## config.mk

```make
export PLATFORM = sky130hd
export DESIGN_NAME = wmc_sequencer
export DESIGN_NICKNAME = d
export VERILOG_FILES = /design/src/shared/wmc_pkg.sv /design/src/rtl/wmc_divider.sv /design/src/rtl/wmc_sequencer.sv
export SDC_FILE = /design/constraint.sdc
export NUM_CORES = 1
export LEC_CHECK = 0
export BUFFER_PORTS_ARGS = -buffer_cell sky130_fd_sc_hd__buf_2
export CAP_MARGIN = 20
export CORE_UTILIZATION = 56
export DETAILED_ROUTE_END_ITERATION = 6
export PLACE_DENSITY = 0.88
export SLEW_MARGIN = 20
export SYNTH_ARGS = -nofsm -noshare
export SYNTH_HDL_FRONTEND = slang
export SYNTH_SLANG_ARGS = --single-unit
```

## constraint.sdc

```tcl
create_clock -name clk_in -period 1.8 [get_ports clk_in]
set_input_delay 0 -clock clk_in [delete_from_list [all_inputs] [get_ports clk_in]]
set_output_delay 0 -clock clk_in [all_outputs]
set_load 0.005 [all_outputs]
```

## src/shared/wmc_pkg.sv

```systemverilog
// Constants, enumerations and carrier structs of the wait-mode sequencer.
// Assumes every user runs on the oscillator clock and imports this package.
`default_nettype none

package wmc_pkg;

    // Oscillator periods in one machine cycle, and how they are used.
    localparam int MC_PERIODS = 13;
    localparam int PC_PERIODS = 12;
    // Divide ratio of the timer and watchdog clock.
    localparam int TMR_DIV = 12;
    // Width of the phase counter of either divider.
    localparam int DIV_W = 4;
    // Oscillator clocks counted after a reset request is released.
    localparam int RST_CLKS = 2048;
    localparam int RST_CNT_W = 12;
    localparam logic [RST_CNT_W-1:0] RST_LAST = 12'(RST_CLKS - 1);
    localparam logic [RST_CNT_W-1:0] RST_CNT_INIT = 12'h000;
    // Machine cycles per instruction class.
    localparam logic [2:0] CYC_BIT_BRANCH = 3'h5;
    localparam logic [2:0] CYC_LONG = 3'h4;
    localparam logic [2:0] CYC_SHORT = 3'h2;
    localparam logic [2:0] CYC_INIT = 3'h0;

    // Sequencer states, Gray coded along reset, run, wait.
    typedef enum logic [1:0] {
        WMC_ST_RESET = 2'b00,
        WMC_ST_RUN = 2'b01,
        WMC_ST_WAIT = 2'b11
    } wmc_state_t;

    // Core mode at the moment a wait starts.
    typedef enum logic [1:0] {
        WMC_MODE_NORMAL = 2'b00,
        WMC_MODE_INT = 2'b01,
        WMC_MODE_NMI = 2'b10
    } wmc_mode_t;

    // Opcode kinds that matter to the sequencer.
    typedef enum logic [1:0] {
        WMC_OP_OTHER = 2'b00,
        WMC_OP_WAIT = 2'b01,
        WMC_OP_STOP = 2'b10
    } wmc_op_t;

    // Instruction classes with their own execution length.
    typedef enum logic [2:0] {
        WMC_CLS_BIT_BRANCH = 3'h0,
        WMC_CLS_BRANCH = 3'h1,
        WMC_CLS_BIT_MANIP = 3'h2,
        WMC_CLS_LOAD = 3'h3,
        WMC_CLS_ALU = 3'h4,
        WMC_CLS_COND_BRANCH = 3'h5,
        WMC_CLS_PROG_CTRL = 3'h6
    } wmc_cls_t;

    // Instruction issued by the decoder.
    typedef struct packed {
        logic valid;
        wmc_op_t op;
        wmc_cls_t cls;
    } wmc_dec_t;

    // Enabled interrupt requests as seen by the core.
    typedef struct packed {
        logic req;
        logic nmi;
    } wmc_irq_t;

    // One-cycle wake-up and skip indications.
    typedef struct packed {
        logic svc;
        logic svc_nmi;
        logic resume;
        logic skip;
    } wmc_wake_t;

    // Clock phase indications of the oscillator dividers.
    typedef struct packed {
        logic mc_tick;
        logic pc_adv;
        logic latch_settle;
        logic tmr_tick;
    } wmc_cyc_t;

endpackage

`default_nettype wire

```

## src/rtl/wmc_divider.sv

```systemverilog
// Free-running modulo counter that divides the oscillator clock.
// Assumes a synchronous active-high reset on the same clock.
`default_nettype none

module wmc_divider #(
    parameter int unsigned MOD = 13
) (
    // Clock and reset.
    input wire logic clk_in,
    input wire logic sys_rst_in,
    // Phase and the tick at phase zero.
    output logic [wmc_pkg::DIV_W-1:0] phase_out,
    output logic tick_out
);
    import wmc_pkg::*;

    typedef struct packed {
        logic [DIV_W-1:0] cnt;
        logic tick;
    } wmc_div_st_t;

    wmc_div_st_t st_reg;
    wmc_div_st_t st_next;

    // Wrap at the modulus; the tick marks the first phase of each period.
    always_comb begin
        st_next = st_reg;
        st_next.tick = 1'b0;
        if (st_reg.cnt == DIV_W'(MOD - 1)) begin
            st_next.cnt = '0;
            st_next.tick = 1'b1;
        end else begin
            st_next.cnt = st_reg.cnt + 4'h1;
        end
    end

    // State register.
    always_ff @(posedge clk_in) begin
        if (sys_rst_in) begin
            st_reg <= '0;
        end else begin
            st_reg <= st_next;
        end
    end

    assign phase_out = st_reg.cnt;
    assign tick_out = st_reg.tick;

endmodule

`default_nettype wire

```

## src/rtl/wmc_sequencer.sv

```systemverilog
// Wait-mode sequencer and machine-cycle timing of a small 8-bit core.
// Assumes clk_in is the oscillator itself and the decoder, interrupt
// logic and watchdog sit on the same clock; only the reset pin is async.
//
// Contract
// - STOP opcode behaves exactly like WAIT.
// - WAIT halts fetch, peripherals keep running.
// - Oscillator and peripheral clock never stop.
// - Enabled timer interrupt can end WAIT.
// - Reset during WAIT runs full reset sequence.
// - Interrupt wake adds no start-up delay.
// - Normal mode: service interrupt, then continue.
// - NMI mode: continue after WAIT, no service.
// - Interrupt mode, normal irq: resume, no service.
// - Interrupt mode, NMI: service NMI, then resume.
// - No enabled source: only reset wakes.
// - WAIT skipped when enabled request pending.
// - Machine cycle is thirteen oscillator periods.
// - Timer clock is oscillator divided by twelve.
// - Instructions take five, four or two cycles.
// - Reset latched, released after 2048 clocks.
`default_nettype none

module wmc_sequencer (
    // Clock and reset.
    input wire logic clk_in,
    input wire logic sys_rst_in,
    // Reset sources.
    input wire logic ext_rst_n_in,
    input wire logic wdg_rst_in,
    // Decoder side.
    input wire wmc_pkg::wmc_dec_t dec_in,
    input wire wmc_pkg::wmc_mode_t core_mode_in,
    output logic instr_ready_out,
    output logic exec_busy_out,
    output logic exec_done_out,
    output logic fetch_enable_out,
    // Interrupt side.
    input wire wmc_pkg::wmc_irq_t irq_in,
    output wmc_pkg::wmc_wake_t wake_out,
    // Reset and clock status.
    output logic core_rst_out,
    output logic wait_mode_out,
    output logic osc_run_out,
    output wmc_pkg::wmc_cyc_t cyc_out
);
    import wmc_pkg::*;

    typedef struct packed {
        wmc_state_t state;
        wmc_mode_t mode_rec;
        logic [RST_CNT_W-1:0] rst_cnt;
        logic [2:0] pin_sync;
        logic pin_low;
        logic [2:0] exec_cnt;
        logic exec_busy;
        logic exec_done;
        wmc_wake_t wake;
    } wmc_st_t;

    wmc_st_t st_reg;
    wmc_st_t st_next;

    logic [DIV_W-1:0] mc_phase;
    logic mc_tick;
    logic tmr_tick;
    logic rst_req;
    logic pending;
    logic ready;
    logic is_wait_op;
    logic wait_go;

    // Machine-cycle length of each instruction class.
    function automatic logic [2:0] cycles_of(input wmc_cls_t cls);
        logic [2:0] n;
        n = CYC_SHORT;
        case (cls)
            WMC_CLS_BIT_BRANCH: n = CYC_BIT_BRANCH;
            WMC_CLS_BRANCH, WMC_CLS_BIT_MANIP,
            WMC_CLS_LOAD, WMC_CLS_ALU: n = CYC_LONG;
            WMC_CLS_COND_BRANCH, WMC_CLS_PROG_CTRL: n = CYC_SHORT;
            default: n = CYC_SHORT;
        endcase
        return n;
    endfunction

    // The machine-cycle divider; it runs in every state, waits included.
    wmc_divider #(
        .MOD(MC_PERIODS)
    ) u_mc_div (
        .clk_in(clk_in),
        .sys_rst_in(sys_rst_in),
        .phase_out(mc_phase),
        .tick_out(mc_tick)
    );

    // The timer and watchdog divider is kept apart from the machine cycle.
    // Only its tick is needed here, so its phase output is left open.
    wmc_divider #(
        .MOD(TMR_DIV)
    ) u_tmr_div (
        .clk_in(clk_in),
        .sys_rst_in(sys_rst_in),
        .phase_out(),
        .tick_out(tmr_tick)
    );

    // Request decoding shared by the next-state logic and the ports.
    always_comb begin
        rst_req = st_reg.pin_low | wdg_rst_in;
        pending = irq_in.req | irq_in.nmi;
        ready = (st_reg.state == WMC_ST_RUN) && !st_reg.exec_busy;
        is_wait_op = (dec_in.op == WMC_OP_WAIT) || (dec_in.op == WMC_OP_STOP);
        wait_go = ready && dec_in.valid && is_wait_op && !pending && !rst_req;
    end

    // Next-state logic of the whole sequencer.
    always_comb begin
        st_next = st_reg;
        st_next.wake = '0;
        st_next.exec_done = 1'b0;

        // The pin passes three flops; a level counts once two stages agree.
        st_next.pin_sync = {st_reg.pin_sync[1:0], ~ext_rst_n_in};
        if (st_reg.pin_sync[1] == st_reg.pin_sync[2]) begin
            st_next.pin_low = st_reg.pin_sync[2];
        end

        // Instruction timing counts machine cycles, not oscillator periods.
        if (st_reg.exec_busy && mc_tick) begin
            if (st_reg.exec_cnt == 3'h1) begin
                st_next.exec_busy = 1'b0;
                st_next.exec_done = 1'b1;
                st_next.exec_cnt = CYC_INIT;
            end else begin
                st_next.exec_cnt = st_reg.exec_cnt - 3'h1;
            end
        end

        case (st_reg.state)
            WMC_ST_RESET: begin
                // A short pulse is enough: the state holds it until the count ends.
                if (rst_req) begin
                    st_next.rst_cnt = RST_CNT_INIT;
                end else if (st_reg.rst_cnt == RST_LAST) begin
                    st_next.state = WMC_ST_RUN;
                    st_next.rst_cnt = RST_CNT_INIT;
                end else begin
                    st_next.rst_cnt = st_reg.rst_cnt + 12'h001;
                end
            end
            WMC_ST_RUN: begin
                if (rst_req) begin
                    st_next.state = WMC_ST_RESET;
                    st_next.rst_cnt = RST_CNT_INIT;
                    st_next.exec_busy = 1'b0;
                    st_next.exec_cnt = CYC_INIT;
                end else if (ready && dec_in.valid) begin
                    if (!is_wait_op) begin
                        st_next.exec_busy = 1'b1;
                        st_next.exec_cnt = cycles_of(dec_in.cls);
                    end else if (pending) begin
                        st_next.wake.skip = 1'b1;
                    end else begin
                        st_next.state = WMC_ST_WAIT;
                        st_next.mode_rec = core_mode_in;
                    end
                end
            end
            WMC_ST_WAIT: begin
                // Without any enabled source nothing but a reset leaves here.
                if (rst_req) begin
                    st_next.state = WMC_ST_RESET;
                    st_next.rst_cnt = RST_CNT_INIT;
                end else if (pending) begin
                    // Clock never stopped, so the core restarts on the next edge.
                    st_next.state = WMC_ST_RUN;
                    st_next.wake.resume = 1'b1;
                    case (st_reg.mode_rec)
                        WMC_MODE_NORMAL: begin
                            st_next.wake.svc = 1'b1;
                            st_next.wake.svc_nmi = irq_in.nmi;
                        end
                        WMC_MODE_NMI: begin
                            st_next.wake.svc = 1'b0;
                        end
                        WMC_MODE_INT: begin
                            st_next.wake.svc = irq_in.nmi;
                            st_next.wake.svc_nmi = irq_in.nmi;
                        end
                        default: begin
                            st_next.wake.svc = 1'b0;
                        end
                    endcase
                end
            end
            default: begin
                st_next.state = WMC_ST_RESET;
                st_next.rst_cnt = RST_CNT_INIT;
            end
        endcase
    end

    // State register; a system reset behaves like a fresh reset request.
    always_ff @(posedge clk_in) begin
        if (sys_rst_in) begin
            st_reg <= '0;
        end else begin
            st_reg <= st_next;
        end
    end

    // Fetch stops in the very cycle the wait opcode is taken.
    assign fetch_enable_out = (st_reg.state == WMC_ST_RUN) && !wait_go;
    assign instr_ready_out = ready;
    assign exec_busy_out = st_reg.exec_busy;
    assign exec_done_out = st_reg.exec_done;
    assign wake_out = st_reg.wake;
    assign core_rst_out = (st_reg.state == WMC_ST_RESET);
    assign wait_mode_out = (st_reg.state == WMC_ST_WAIT);
    // There is no stop state, so the oscillator request is constant.
    assign osc_run_out = 1'b1;

    // Divider phases; the last machine-cycle phase settles the latches.
    always_comb begin
        cyc_out.mc_tick = mc_tick;
        cyc_out.pc_adv = (mc_phase < DIV_W'(PC_PERIODS));
        cyc_out.latch_settle = (mc_phase == DIV_W'(PC_PERIODS));
        cyc_out.tmr_tick = tmr_tick;
    end
endmodule

`default_nettype wire

```

# Word-level counts from Yosys, hierarchy flattened
# Cells that the tools add are included.
# W data, S select, Z words.
[word_totals]
regBits = 39
inputBits = 14
out_inout_bits = 15
elab_cells = 106
[op_classes]
n_addsub = 4
order_cmp = 1
eq_ne = 21
muxes = 26
bitwise = 11
reduce_logical = 27
[ops]
columns = ["operator", "count"]
rows = [
  ["$mux W12", 3],
  ["$mux W4", 7],
  ["$pmux W12 S2", 1],
  ["$add A12 B1 Y12 const B", 1],
  ["$eq A12 B11 Y1 const B", 1],
  ["$mux W2", 6],
  ["$reduce_or A2 Y1", 5],
  ["$reduce_or A5 Y1", 2],
  ["$not A1 Y1", 9],
  ["$add A4 B1 Y4 const B", 2],
  ["$eq A4 B4 Y1 const B", 2],
  ["$reduce_or A4 Y1", 2],
  ["$logic_and A1 B1 Y1", 7],
  ["$eq A2 B1 Y1 const B", 3],
  ["$eq A3 B1 Y1 const B", 2],
  ["$eq A3 B2 Y1 const B", 2],
  ["$ne A3 B3 Y1 const B", 2],
  ["$pmux W2 S3", 1],
  ["$pmux W3 S2", 1],
  ["$reduce_and A6 Y1", 1],
  ["$mux W5", 1],
  ["$reduce_and A5 Y1", 1],
  ["$eq A2 B2 Y1 const B", 2],
  ["$logic_not A1 Y1", 4],
  ["other kinds (16)", 22],
]

# Logic depth before layout (Yosys ltp)
# Gate-level depths: netlist of the first run.
[logic_depth]
word_depth = 8
ltp_mapped = 6
mapped_depth_nobuf = 6

# Modules after synthesis
# Synthesis of the first run repeated with hierarchy kept, for this count alone.
[hier_totals]
hier_cells = 206
area_unflattened_um2 = 1811.7
[by_module_without_submodules]
columns = ["mod", "instances", "cells_per_inst", "area_each_um2", "seq_area_each_um2"]
rows = [
  ["wmc_sequencer", 1, 166, 1407.6, 580.6],
  ["wmc_divider at u_mc_div", 1, 22, 205.2, 100.1],
  ["wmc_divider at u_tmr_div", 1, 18, 198.9, 100.1],
]

# Worst setup path before layout of the first run
# OpenSTA, ideal clock, no wires.
[synth_timing]
path_type = "reg-to-reg"
start = "reg st_reg[28] (netlist bit)"
end = "reg st_reg[19] (netlist bit)"
setup_time_ns = 0.088
arrival_ns = 1.391
required_time_ns = 1.712
setup_slack_ns = 0.321
stages_incl_launch_ff = 6
path_buffers = 1
synth_period_minus_slack_ns = 1.479
cell_sequence = "dfxtp_1 -> buf_6 -> or4_4 -> nor3_2 -> nor2_1 -> a311oi_2"
[synth_via]
elab_chain_cells = 3
elab_cells_between_ends = 6
classes_between = "eq/ne (3); mux (1); reduce/logical (2)"
[synth_rtl]
columns = ["item", "line", "rtl"]
rows = [
  ["start: declaration", "wmc_sequencer.sv:61", "wmc_st_t st_reg;"],
  ["start signal: assignment", "wmc_sequencer.sv:209", "st_reg <= st_next;"],
  ["$eq A2 B2 Y1 / $eq A2 B1 Y1 (equally long branches)", "wmc_sequencer.sv:140", "case (st_reg.state)"],
  ["$reduce_or A2 Y1 (no line)", "-", ""],
  ["$pmux W12 S2 / $ne A2 B1 Y1 (equally long branches)", "-", ""],
]
# Parallel ways exist; a longest one is shown, timed or not.
# A chain may end at the register's enable or synchronous reset.

# Final worst setup path of the first run
[layout_timing]
start = "reg st_reg[28] (netlist bit)"
end = "out fetch_enable_out"
[layout_via]
elab_chain_cells = 8
[layout_rtl]
columns = ["item", "line", "rtl"]
rows = [
  ["$eq A2 B1 Y1 *", "wmc_sequencer.sv:112, wmc_sequencer.sv:214", ""],
  ["$logic_and A1 B1 Y1", "wmc_sequencer.sv:112", "ready = (st_reg.state == WMC_ST_RUN) && !st_reg.exec_busy;"],
  ["$logic_and A1 B1 Y1 (4 in a row)", "wmc_sequencer.sv:114", "wait_go = ready && dec_in.valid && is_wait_op && !pending && !rst_req;"],
  ["$logic_not A1 Y1", "wmc_sequencer.sv:214", "assign fetch_enable_out = (st_reg.state == WMC_ST_RUN) && !wait_go;"],
  ["$logic_and A1 B1 Y1 *", "wmc_sequencer.sv:214", ""],
  ["end: declaration", "wmc_sequencer.sv:37", "output logic fetch_enable_out,"],
]
# Mark *: on every way between the ends. The rest lies on a longest branch, timed or not.

==> impl_metrics.env, run 1 <==
export IMPL_worstMarginPinSlew_ns=0.6015
export IMPL_nets=271
export IMPL_synthCells=215
export IMPL_final_antenna_net_count=0
export IMPL_ys_types=47
export IMPL_synthArstFlopShare=0
export IMPL_rsz0062_at_grt="no"
export IMPL_antenna_cells=0
export IMPL_core_mm2=0.003128
export IMPL_fin_crit_sh=0.9498
export IMPL_drt_iter0_drc=183
export IMPL_wl_met2_um=2034
export IMPL_yosys_area_share_simple=0.2891
export IMPL_grt_overflow=0
export IMPL_num_vias=1652
export IMPL_ys_seq_area_frac=0.4119
export IMPL_grt_pass1_wl_um=6527
export IMPL_p_leak_nw=0.8973
export IMPL_pwr_share_comb=0.072
export IMPL_grt_max_degree=34
export IMPL_ys_ff_latch=39
export IMPL_synth_most_common_cell="dfxtp_1"
export IMPL_route_detailed_drc=0
export IMPL_cts_clk_slew_worst_paths_ns=0.13
export IMPL_boundaryPins=29
export IMPL_peakVddDrop_uv=412.8
export IMPL_fin_tns_setup_ns=0
export IMPL_cp_required_ns=1.80
export IMPL_synth_xor_area_frac=0.04620
export IMPL_dpl_hpwl_um=2599
export IMPL_rows=20
export IMPL_met1Wirelength_um=1802
export IMPL_power_frac_seq=0.548
export IMPL_fp_dieArea_mm2=0.003622
export IMPL_synth_edf_count=0
export IMPL_power_density_mw_per_mm2=726.6
export IMPL_clk_latency_ns=0.36
export IMPL_clock_path_buffers=2
export IMPL_synth_compound_area_frac=0.1155
export IMPL_synth_top_area_frac=0.4119
export IMPL_power_internal_mw=1.266
export IMPL_synth_area_leaders="dfxtp_1, nor2_1, ha_1"
export IMPL_hold_viol=0
export IMPL_synth_area_leader_cell="dfxtp_1"
export IMPL_port_buffer_count=27
export IMPL_whs_ns=0.01545
export IMPL_synth_fa_ha_area_frac=0.03960
export IMPL_ys_flop_type="dfxtp_1"
export IMPL_first_pass_iters=5
export IMPL_cts_tree="yes"
export IMPL_post_drt_via_cell_ratio=5.581
export IMPL_swShare=0.2222
export IMPL_slew_viol_final=0
export IMPL_die_w_um=60.18
export IMPL_synth_nets=235
export IMPL_status="finished, final reports clean"
export IMPL_drive_above_1_share=0.2103
export IMPL_hold_path_class="input pin to register"
export IMPL_syn_cell_area_mm2=0.001896
export IMPL_synthTopCellsByCount="dfxtp_1, nor2_1, nand2_1"
export IMPL_skew_ns=0.02176
export IMPL_detail_route_wirelength_um=4146
export IMPL_cp_arrival_ns=1.71
export IMPL_highest_signal_layer="met4"
export IMPL_final_core_util=0.7164
export IMPL_crit_path_start_kind="register"
export IMPL_clock_sinks=39
export IMPL_post_route_min_period_ns=1.710
export IMPL_first_global_vias=1468
export IMPL_area_delta_synth_final_pct=18.22
export IMPL_finalSetupViolations=0
export IMPL_largest_reg_flops=21
export IMPL_die_y_um=60.18
export IMPL_end_kind="primary output"
export IMPL_switchingPower_uw=361.8
export IMPL_place_congestion=0.8854
export IMPL_track_usage=0.2444
export IMPL_syn_avg_cell_area_um2=8.817
export IMPL_root_buffer="clkbuf_4"
export IMPL_antenna_found_initial=0
export IMPL_cap_violations=0
export IMPL_clock_fmax_mhz=584.9
export IMPL_ctsHtreeMaxLevel=2
export IMPL_fin_total_pwr_mw=1.628
export IMPL_synth_top_family_by_area="simple AND/OR/NAND/NOR gates"
export IMPL_start_util=0.6060
export IMPL_p_clk_frac=0.380
export IMPL_yosysWarnings=0
export IMPL_numCtsBuffers=5
export IMPL_crit_type="register to primary output"
export IMPL_route_met3_wl_um=245
export IMPL_wire_per_inst_um=14.01
export IMPL_relSlewSlack=0.5990
export IMPL_synth_mux_area_frac=0.02772
export IMPL_crit_path_max_fanout=9
what timing repair did:
action | 4_1_cts | 5_1_grt
endpoints found under the setup margin | 1 | 7
buffers inserted | 0 | 1
gates resized for setup | 1 | 1
hold endpoints to repair | 10 | 0
hold buffers | 11 | 0
per-layer routing:
metal  global-route usage  up-vias
met1               0.3103      756
li1                     -      818
met5                    0        -
met2               0.3846       70
met4               0.1395        0
met3              0.04545        8
area by class of cell:
cell class,instances,area (um^2)
Clock buffer,6,51.30
Clock inverter,2,35.03
Fill cell,212,887.1
Inverter,10,37.54
Multi-Input combinational cell,152,997.2
Sequential cell,39,782.0
Tap cell,44,55.05
Timing Repair Buffer,43,282.8
worst max-delay path: stages, from the launching register on:
cell	delay (ns)
dfxtp_1	0.45
and4bb_2	0.42
nand4_1	0.19
nor2b_1	0.18
buf_2	0.13
metrics by stage:
stage | instances | cell area [um^2] | setup slack [ns]
3_3_place_gp | 276 | 2024 | 0.2047
6_report | 296 | 2241 | 0.09031
2_1_floorplan | 215 | 1896 | 0.3209
5_1_grt | 296 | 2241 | 0.02816
3_5_place_dp | 276 | 2024 | 0.1494
4_1_cts | 295 | 2222 | 0.03194
power by group through the flow:
stage	registers (mW)	clock network, mW	logic, mW
final	0.892	0.618	0.118
after global routing	0.895	0.677	0.130
after CTS	0.892	0.628	0.115
after detailed placement	0.911	0	0.0939
after global placement	0.910	0	0.0904
after floorplan	0.908	0	0.0659
cells by family (layout without fill, tap and decap cells):
kind of cell | Yosys count | in the layout
muxes | 5 | 5
and+or+nand+nor | 96 | 96
AOI/OAI and AO/OA | 34 | 34
buffers and inverters | 24 | 61
other | 1 | 1
DFF | 39 | 39
adders and majority gates | 6 | 6
xor gates and xnor gates | 10 | 10
cell usage in the layout, fill, tap and decap left out, types with 3 or more instances in the layout:
master	netlist	routed
nand4_1	3	3
nor4_1	4	4
nand3_1	9	9
nor2_1	31	31
mux2i_1	3	3
nor3_1	6	6
buf_4	8	5
xnor2_1	8	8
a21oi_1	14	14
o21ai_0	7	7
buf_2	1	27
clkbuf_4	0	5
dlygate4sd3_1	0	11
nor3b_1	3	3
inv_1	10	10
nor2b_1	4	4
ha_1	6	6
nand2_1	15	15
dfxtp_1	39	38
path summary, 6_finish.rpt:
path | startpoint | to | slack (ns) | cells after the start
setup / recovery | st_reg[28]$_SDFFE_PP0P_ | fetch_enable_out | 0.09 | 4
setup reg to reg | st_reg[28]$_SDFFE_PP0P_ | st_reg[19]$_SDFFE_PP0P_ | 0.16 | 4
hold / removal | dec_in[1] | st_reg[8]$_SDFF_PP0_ | 0.02 | 4
hold reg to reg | st_next[11]$_SDFF_PP0_ | st_next[12]$_SDFF_PP0_ | 0.45 | 1
Power figures use the tool's default switching activity.
==> run 2, diff against run 1 <==
CTS_CLUSTER_DIAMETER = 30   (was unset)
REMOVE_ABC_BUFFERS = 1   (was unset)
==> run 2 against run 1 <==
Hold slack improved by 0.010 ns. Sequential share of layout area barely moved. First-iteration DRC count fell by 58%. Non-clock buffer count down 2. Critical endpoint unchanged. Largest cell class unchanged. Highest routed layer unchanged.
==> impl_metrics.env, run 2 (synthesized netlist as in run 1, its figures left out) <==
export IMPL_cts_clk_slew_worst_paths_ns=0.11
export IMPL_place_congestion=0.8156
export IMPL_cts_tree="yes"
export IMPL_grt_overflow=0
export IMPL_crit_type="register to primary output"
export IMPL_detail_route_wirelength_um=4144
export IMPL_rr_worst_depth=5
export IMPL_clock_path_buffers=2
export IMPL_skew_ns=0.006769
export IMPL_power_internal_mw=1.371
export IMPL_antenna_cells=0
export IMPL_whs_ns=0.02592
export IMPL_status="finished, final reports clean"
export IMPL_cp_required_ns=1.80
export IMPL_reg2reg_setup_slack_ns=0.16
export IMPL_rsz0062_at_grt="no"
export IMPL_r2r_start="st_reg[13]$_SDFFE_PP0P_"
export IMPL_boundaryPins=29
export IMPL_first_pass_iters=4
export IMPL_cp_arrival_ns=1.66
export IMPL_track_usage=0.2533
export IMPL_r2r_end="st_reg[18]$_SDFFE_PP0P_"
export IMPL_fin_total_pwr_mw=1.727
export IMPL_finalSetupViolations=0
export IMPL_die_w_um=60.18
export IMPL_clock_fmax_mhz=603.4
export IMPL_clk_latency_ns=0.34
export IMPL_power_density_mw_per_mm2=771.5
export IMPL_first_global_vias=1600
export IMPL_relSlewSlack=0.6029
export IMPL_post_route_min_period_ns=1.657
export IMPL_route_detailed_drc=0
export IMPL_wire_per_inst_um=14.10
export IMPL_fp_dieArea_mm2=0.003622
export IMPL_switchingPower_uw=356.2
export IMPL_dpl_hpwl_um=2703
export IMPL_hold_viol=0
export IMPL_core_mm2=0.003128
export IMPL_start_util=0.6060
export IMPL_end_kind="primary output"
export IMPL_final_antenna_net_count=0
export IMPL_grt_max_degree=34
export IMPL_rows=20
export IMPL_slew_viol_final=0
export IMPL_whs_path_depth=4
export IMPL_crit_path_max_fanout=9
export IMPL_num_vias=1693
export IMPL_layout_common_cells="dfxtp_1, nor2_1, buf_2"
export IMPL_worstMarginPinSlew_ns=0.5956
export IMPL_peakVddDrop_uv=662.1
export IMPL_port_buffer_count=27
export IMPL_crit_end="fetch_enable_out"
export IMPL_clock_sinks=39
export IMPL_power_frac_seq=0.517
export IMPL_drive_above_1_share=0.2040
export IMPL_hold_path_class="input pin to register"
export IMPL_fin_tns_setup_ns=0
export IMPL_drt_iter0_drc=77
export IMPL_fin_crit_sh=0.9207
export IMPL_final_common_cell="dfxtp_1"
export IMPL_die_y_um=60.18
export IMPL_ctsHtreeMaxLevel=2
export IMPL_grt_pass1_wl_um=6844
export IMPL_root_buffer="clkbuf_4"
export IMPL_area_delta_synth_final_pct=18.09
export IMPL_cap_violations=0
export IMPL_pwr_share_comb=0.068
export IMPL_post_drt_via_cell_ratio=5.759
export IMPL_p_leak_nw=0.8918
export IMPL_startpoint="st_reg[28]$_SDFFE_PP0P_"
export IMPL_crit_path_start_kind="register"
export IMPL_antenna_found_initial=0
export IMPL_largest_reg_flops=21
export IMPL_p_clk_frac=0.415
export IMPL_numCtsBuffers=5
export IMPL_nets=269
export IMPL_swShare=0.2062
-- run 2: changes by cell type in the layout (fill, tap and decap cells not counted), sizes merged --
cell         delta
buf             -1
clkinv          -1
dlygate4sd3     -1
bufinv          +1
-- run 2: final cells by class --
type,count,area (um^2)
Clock buffer,6,41.29
Inverter,10,37.54
Fill cell,235,889.6
Timing Repair Buffer,41,265.3
Sequential cell,39,782.0
Tap cell,44,55.05
Clock inverter,2,60.06
Multi-Input combinational cell,152,997.2
-- run 2: worst min path at each step --
stage | to | start | slack [ns]
floorplan | st_next[11]$_SDFF_PP0_ | sys_rst_in | 0.07
global placement | st_next[11]$_SDFF_PP0_ | ext_rst_n_in | 0.15
detailed placement | st_next[11]$_SDFF_PP0_ | ext_rst_n_in | 0.16
CTS | st_reg[8]$_SDFF_PP0_ | dec_in[2] | 0.02
global route | st_reg[8]$_SDFF_PP0_ | dec_in[2] | 0.04
finish | st_reg[8]$_SDFF_PP0_ | dec_in[2] | 0.03
-- run 2: timing repair --
item / CTS / global route
resized for setup: 1 / 1
hold buffers: 10 / 0
gates cloned: 0 / 0
setup buffers: 0 / 1
endpoints found under the setup margin: 1 / 3
endpoints found under the hold margin: 9 / 0
pin swaps: 0 / 0
-- run 2: per-layer routing --
metal,GRT usage,up-vias,wire (um)
met5,0,-,0
met4,0.09967,0,77
met3,0.06277,10,317
met2,0.4364,76,2080
met1,0.2981,792,1669
li1,-,815,-
-- run 2: power groups by stage --
stage	registers [mW]	logic, mW	clock network [mW]
finish	0.892	0.117	0.718
global route	0.895	0.132	0.771
CTS	0.892	0.114	0.720
detailed placement	0.912	0.0950	0
global placement	0.910	0.0908	0
floorplan	0.908	0.0545	0
-- run 2: stage by stage --
stage / instances / utilization / area, um^2 / setup WS [ns]
detailed placement: 275 / 0.6448 / 2017 / 0.1354
finish: 294 / 0.7156 / 2238 / 0.1428
floorplan: 201 / - / 1804 / 0.3210
global placement: 275 / 0.6448 / 2017 / 0.2004
global route: 294 / 0.7156 / 2238 / 0.03445
CTS: 293 / 0.7096 / 2220 / 0.02793
-- run 2: critical path, stage by stage, from the launching register on --
cell and delay [ns]:
dfxtp_1 0.57, and4bb_2 0.32, nand4_1 0.12, nor2b_1 0.18
buf_2 0.13
==> run 3, diff against run 2 <==
clock period = 1.75 ns   (was 1.8 ns; I/O delays follow)
==> run 3 against run 2 <==
Non-clock buffer count rose by 3. Design area fell by 0.22%. Critical path depth rose by 1. Clock skew rose by 0.0063 ns. Register-to-register slack got worse by 0.04 ns. Via count fell by 4.0%. Core utilization fell by 0.16 points. Clock-buffer cell count did not move. First-iteration DRC count fell by 39%. Combinational power rose by 4%. Final cell count rose by 0.68%. Routed wire length fell by 2.0%. Largest cell class unchanged. Largest power group unchanged. Highest routed layer unchanged.
==> impl_metrics.env, run 3 (synthesized netlist as in run 1, its figures left out) <==
export IMPL_drt_iter0_drc=47
export IMPL_final_common_cell="dfxtp_1"
export IMPL_finalSetupViolations=0
export IMPL_cts_tree="yes"
export IMPL_route_detailed_drc=0
export IMPL_power_internal_mw=1.260
export IMPL_drive_above_1_share=0.2063
export IMPL_fin_tns_setup_ns=0
export IMPL_final_antenna_net_count=0
export IMPL_crit_slowest_cell="o41ai_4"
export IMPL_fin_crit_sh=0.9342
export IMPL_end_kind="register"
export IMPL_grt_pass1_wl_um=6361
export IMPL_whs_path_depth=4
export IMPL_grt_max_degree=34
export IMPL_status="finished, final reports clean"
export IMPL_layout_common_cells="dfxtp_1, nor2_1, buf_2"
export IMPL_antenna_cells=0
export IMPL_hold_path_class="input pin to register"
export IMPL_instances_no_fill=296
export IMPL_crit_path_start_kind="register"
export IMPL_r2r_end="st_reg[22]$_SDFFE_PP0P_"
export IMPL_p_clk_frac=0.358
export IMPL_fillers=231
export IMPL_cts_clk_slew_worst_paths_ns=0.12
export IMPL_clock_sinks=39
export IMPL_hold_viol=0
export IMPL_path_cells="ha_1 -> nand3_2 -> o41ai_4 -> a21o_1 -> nor2_1"
export IMPL_cap_violations=0
export IMPL_port_buffer_count=27
export IMPL_track_usage=0.2404
export IMPL_power_density_mw_per_mm2=725.0
export IMPL_r2r_start="st_reg[14]$_SDFFE_PP0P_"
export IMPL_critPathTopFamily="compound AO/OA/AOI/OAI gates"
export IMPL_multi_input_area_um2=997.2
export IMPL_slew_viol_final=0
export IMPL_first_pass_iters=4
export IMPL_crit_type="register to register"
export IMPL_worstMarginPinSlew_ns=0.5874
export IMPL_fp_dieArea_mm2=0.003622
export IMPL_power_frac_seq=0.567
export IMPL_place_congestion=0.8449
export IMPL_crit_buf_inv=0
export IMPL_detail_route_wirelength_um=4061
export IMPL_core_mm2=0.003128
export IMPL_die_w_um=60.18
export IMPL_clock_path_buffers=2
export IMPL_crit_path_max_incr_delay_ns=0.42
export IMPL_regArea_um2=782.0
export IMPL_crit_path_max_fanout=6
export IMPL_cp_required_ns=1.99
export IMPL_boundaryPins=29
export IMPL_rr_worst_depth=5
export IMPL_first_global_vias=1472
export IMPL_dpl_hpwl_um=2502
export IMPL_whs_ns=0.04136
export IMPL_numCtsBuffers=5
export IMPL_hp_start="dec_in[1]"
export IMPL_cp_arrival_ns=1.88
export IMPL_reg2reg_setup_slack_ns=0.12
export IMPL_area_delta_synth_final_pct=17.82
export IMPL_rows=20
export IMPL_relSlewSlack=0.6084
export IMPL_antenna_found_initial=0
export IMPL_grt_overflow=0
export IMPL_skew_ns=0.01309
export IMPL_post_drt_via_cell_ratio=5.493
export IMPL_peakVddDrop_uv=583.8
export IMPL_nets=272
export IMPL_fin_total_pwr_mw=1.619
export IMPL_p_leak_nw=0.8915
export IMPL_switchingPower_uw=359.5
export IMPL_clock_fmax_mhz=611.7
export IMPL_min_to="st_reg[8]$_SDFF_PP0_"
export IMPL_die_y_um=60.18
export IMPL_placed_cells=277
export IMPL_post_route_min_period_ns=1.635
export IMPL_num_vias=1626
export IMPL_rsz0062_at_grt="no"
export IMPL_swShare=0.2220
export IMPL_root_buffer="clkbuf_4"
export IMPL_largest_reg_flops=21
export IMPL_ctsHtreeMaxLevel=2
export IMPL_clk_latency_ns=0.35
export IMPL_wire_per_inst_um=13.72
export IMPL_pwr_share_comb=0.075
export IMPL_start_util=0.6060
run 3: per-layer routing:
metal	global-route usage	vias up	wire length [um]	part of all wire
li1	-	816	-	-
met1	0.2922	757	1824	0.45
met2	0.3752	45	1987	0.49
met3	0.07576	8	170	0.042
met4	0.1296	0	78	0.019
met5	0	-	0	0
run 3: worst register-to-register path, cell delays in order (launching register included):
cell	delay (ns)
dfxtp_1	0.38
ha_1	0.21
nand3_2	0.17
o41ai_4	0.42
a21o_1	0.28
nor2_1	0.08
run 3: final cells by class:
class                      instances  area share
inverter                          10     0.01681
timing repair buffer              44      0.1300
tap                               44     0.02465
multi-input combinational        152      0.4465
sequential                        39      0.3501
clock inverter                     1     0.01345
clock buffer                       6     0.01849
run 3: stage by stage:
| stage | cell area [um^2] | utilization | setup slack (ns) |
|---|---|---|---|
| floorplan | 1804 | - | 0.2710 |
| global placement | 2032 | 0.6496 | 0.1545 |
| detailed placement | 2032 | 0.6496 | 0.1108 |
| CTS | 2222 | 0.7104 | 0.07002 |
| global route | 2233 | 0.7140 | 0.03156 |
| finish | 2233 | 0.7140 | 0.1151 |
run 3: power by group through the flow:
stage | clock, mW | sequential, mW | combinational, mW
floorplan | 0 | 0.934 | 0.0560
CTS | 0.586 | 0.918 | 0.118
detailed placement | 0 | 0.938 | 0.0959
finish | 0.579 | 0.918 | 0.122
global placement | 0 | 0.936 | 0.0934
global route | 0.617 | 0.920 | 0.136
run 3: how the worst max path moves through the flow:
stage	endpoint	from	depth (start not counted)	slack, ns
finish	st_reg[22]$_SDFFE_PP0P_	st_reg[14]$_SDFFE_PP0P_	5	0.12
global route	st_reg[15]$_SDFFE_PP0P_	st_reg[13]$_SDFFE_PP0P_	5	0.03
CTS	st_reg[15]$_SDFFE_PP0P_	st_reg[14]$_SDFFE_PP0P_	5	0.07
detailed placement	st_reg[15]$_SDFFE_PP0P_	st_reg[14]$_SDFFE_PP0P_	5	0.11
global placement	st_reg[20]$_SDFFE_PP0P_	st_reg[13]$_SDFFE_PP0P_	5	0.15
floorplan	st_reg[19]$_SDFFE_PP0P_	st_reg[28]$_SDFFE_PP0P_	4	0.27
run 3: timing repair:
item / CTS / global route
hold buffers: 11 / 0
resized for setup: 1 / 1
setup endpoints to repair: 1 / 6
buffers inserted: 1 / 0
hold endpoints to repair: 10 / 0
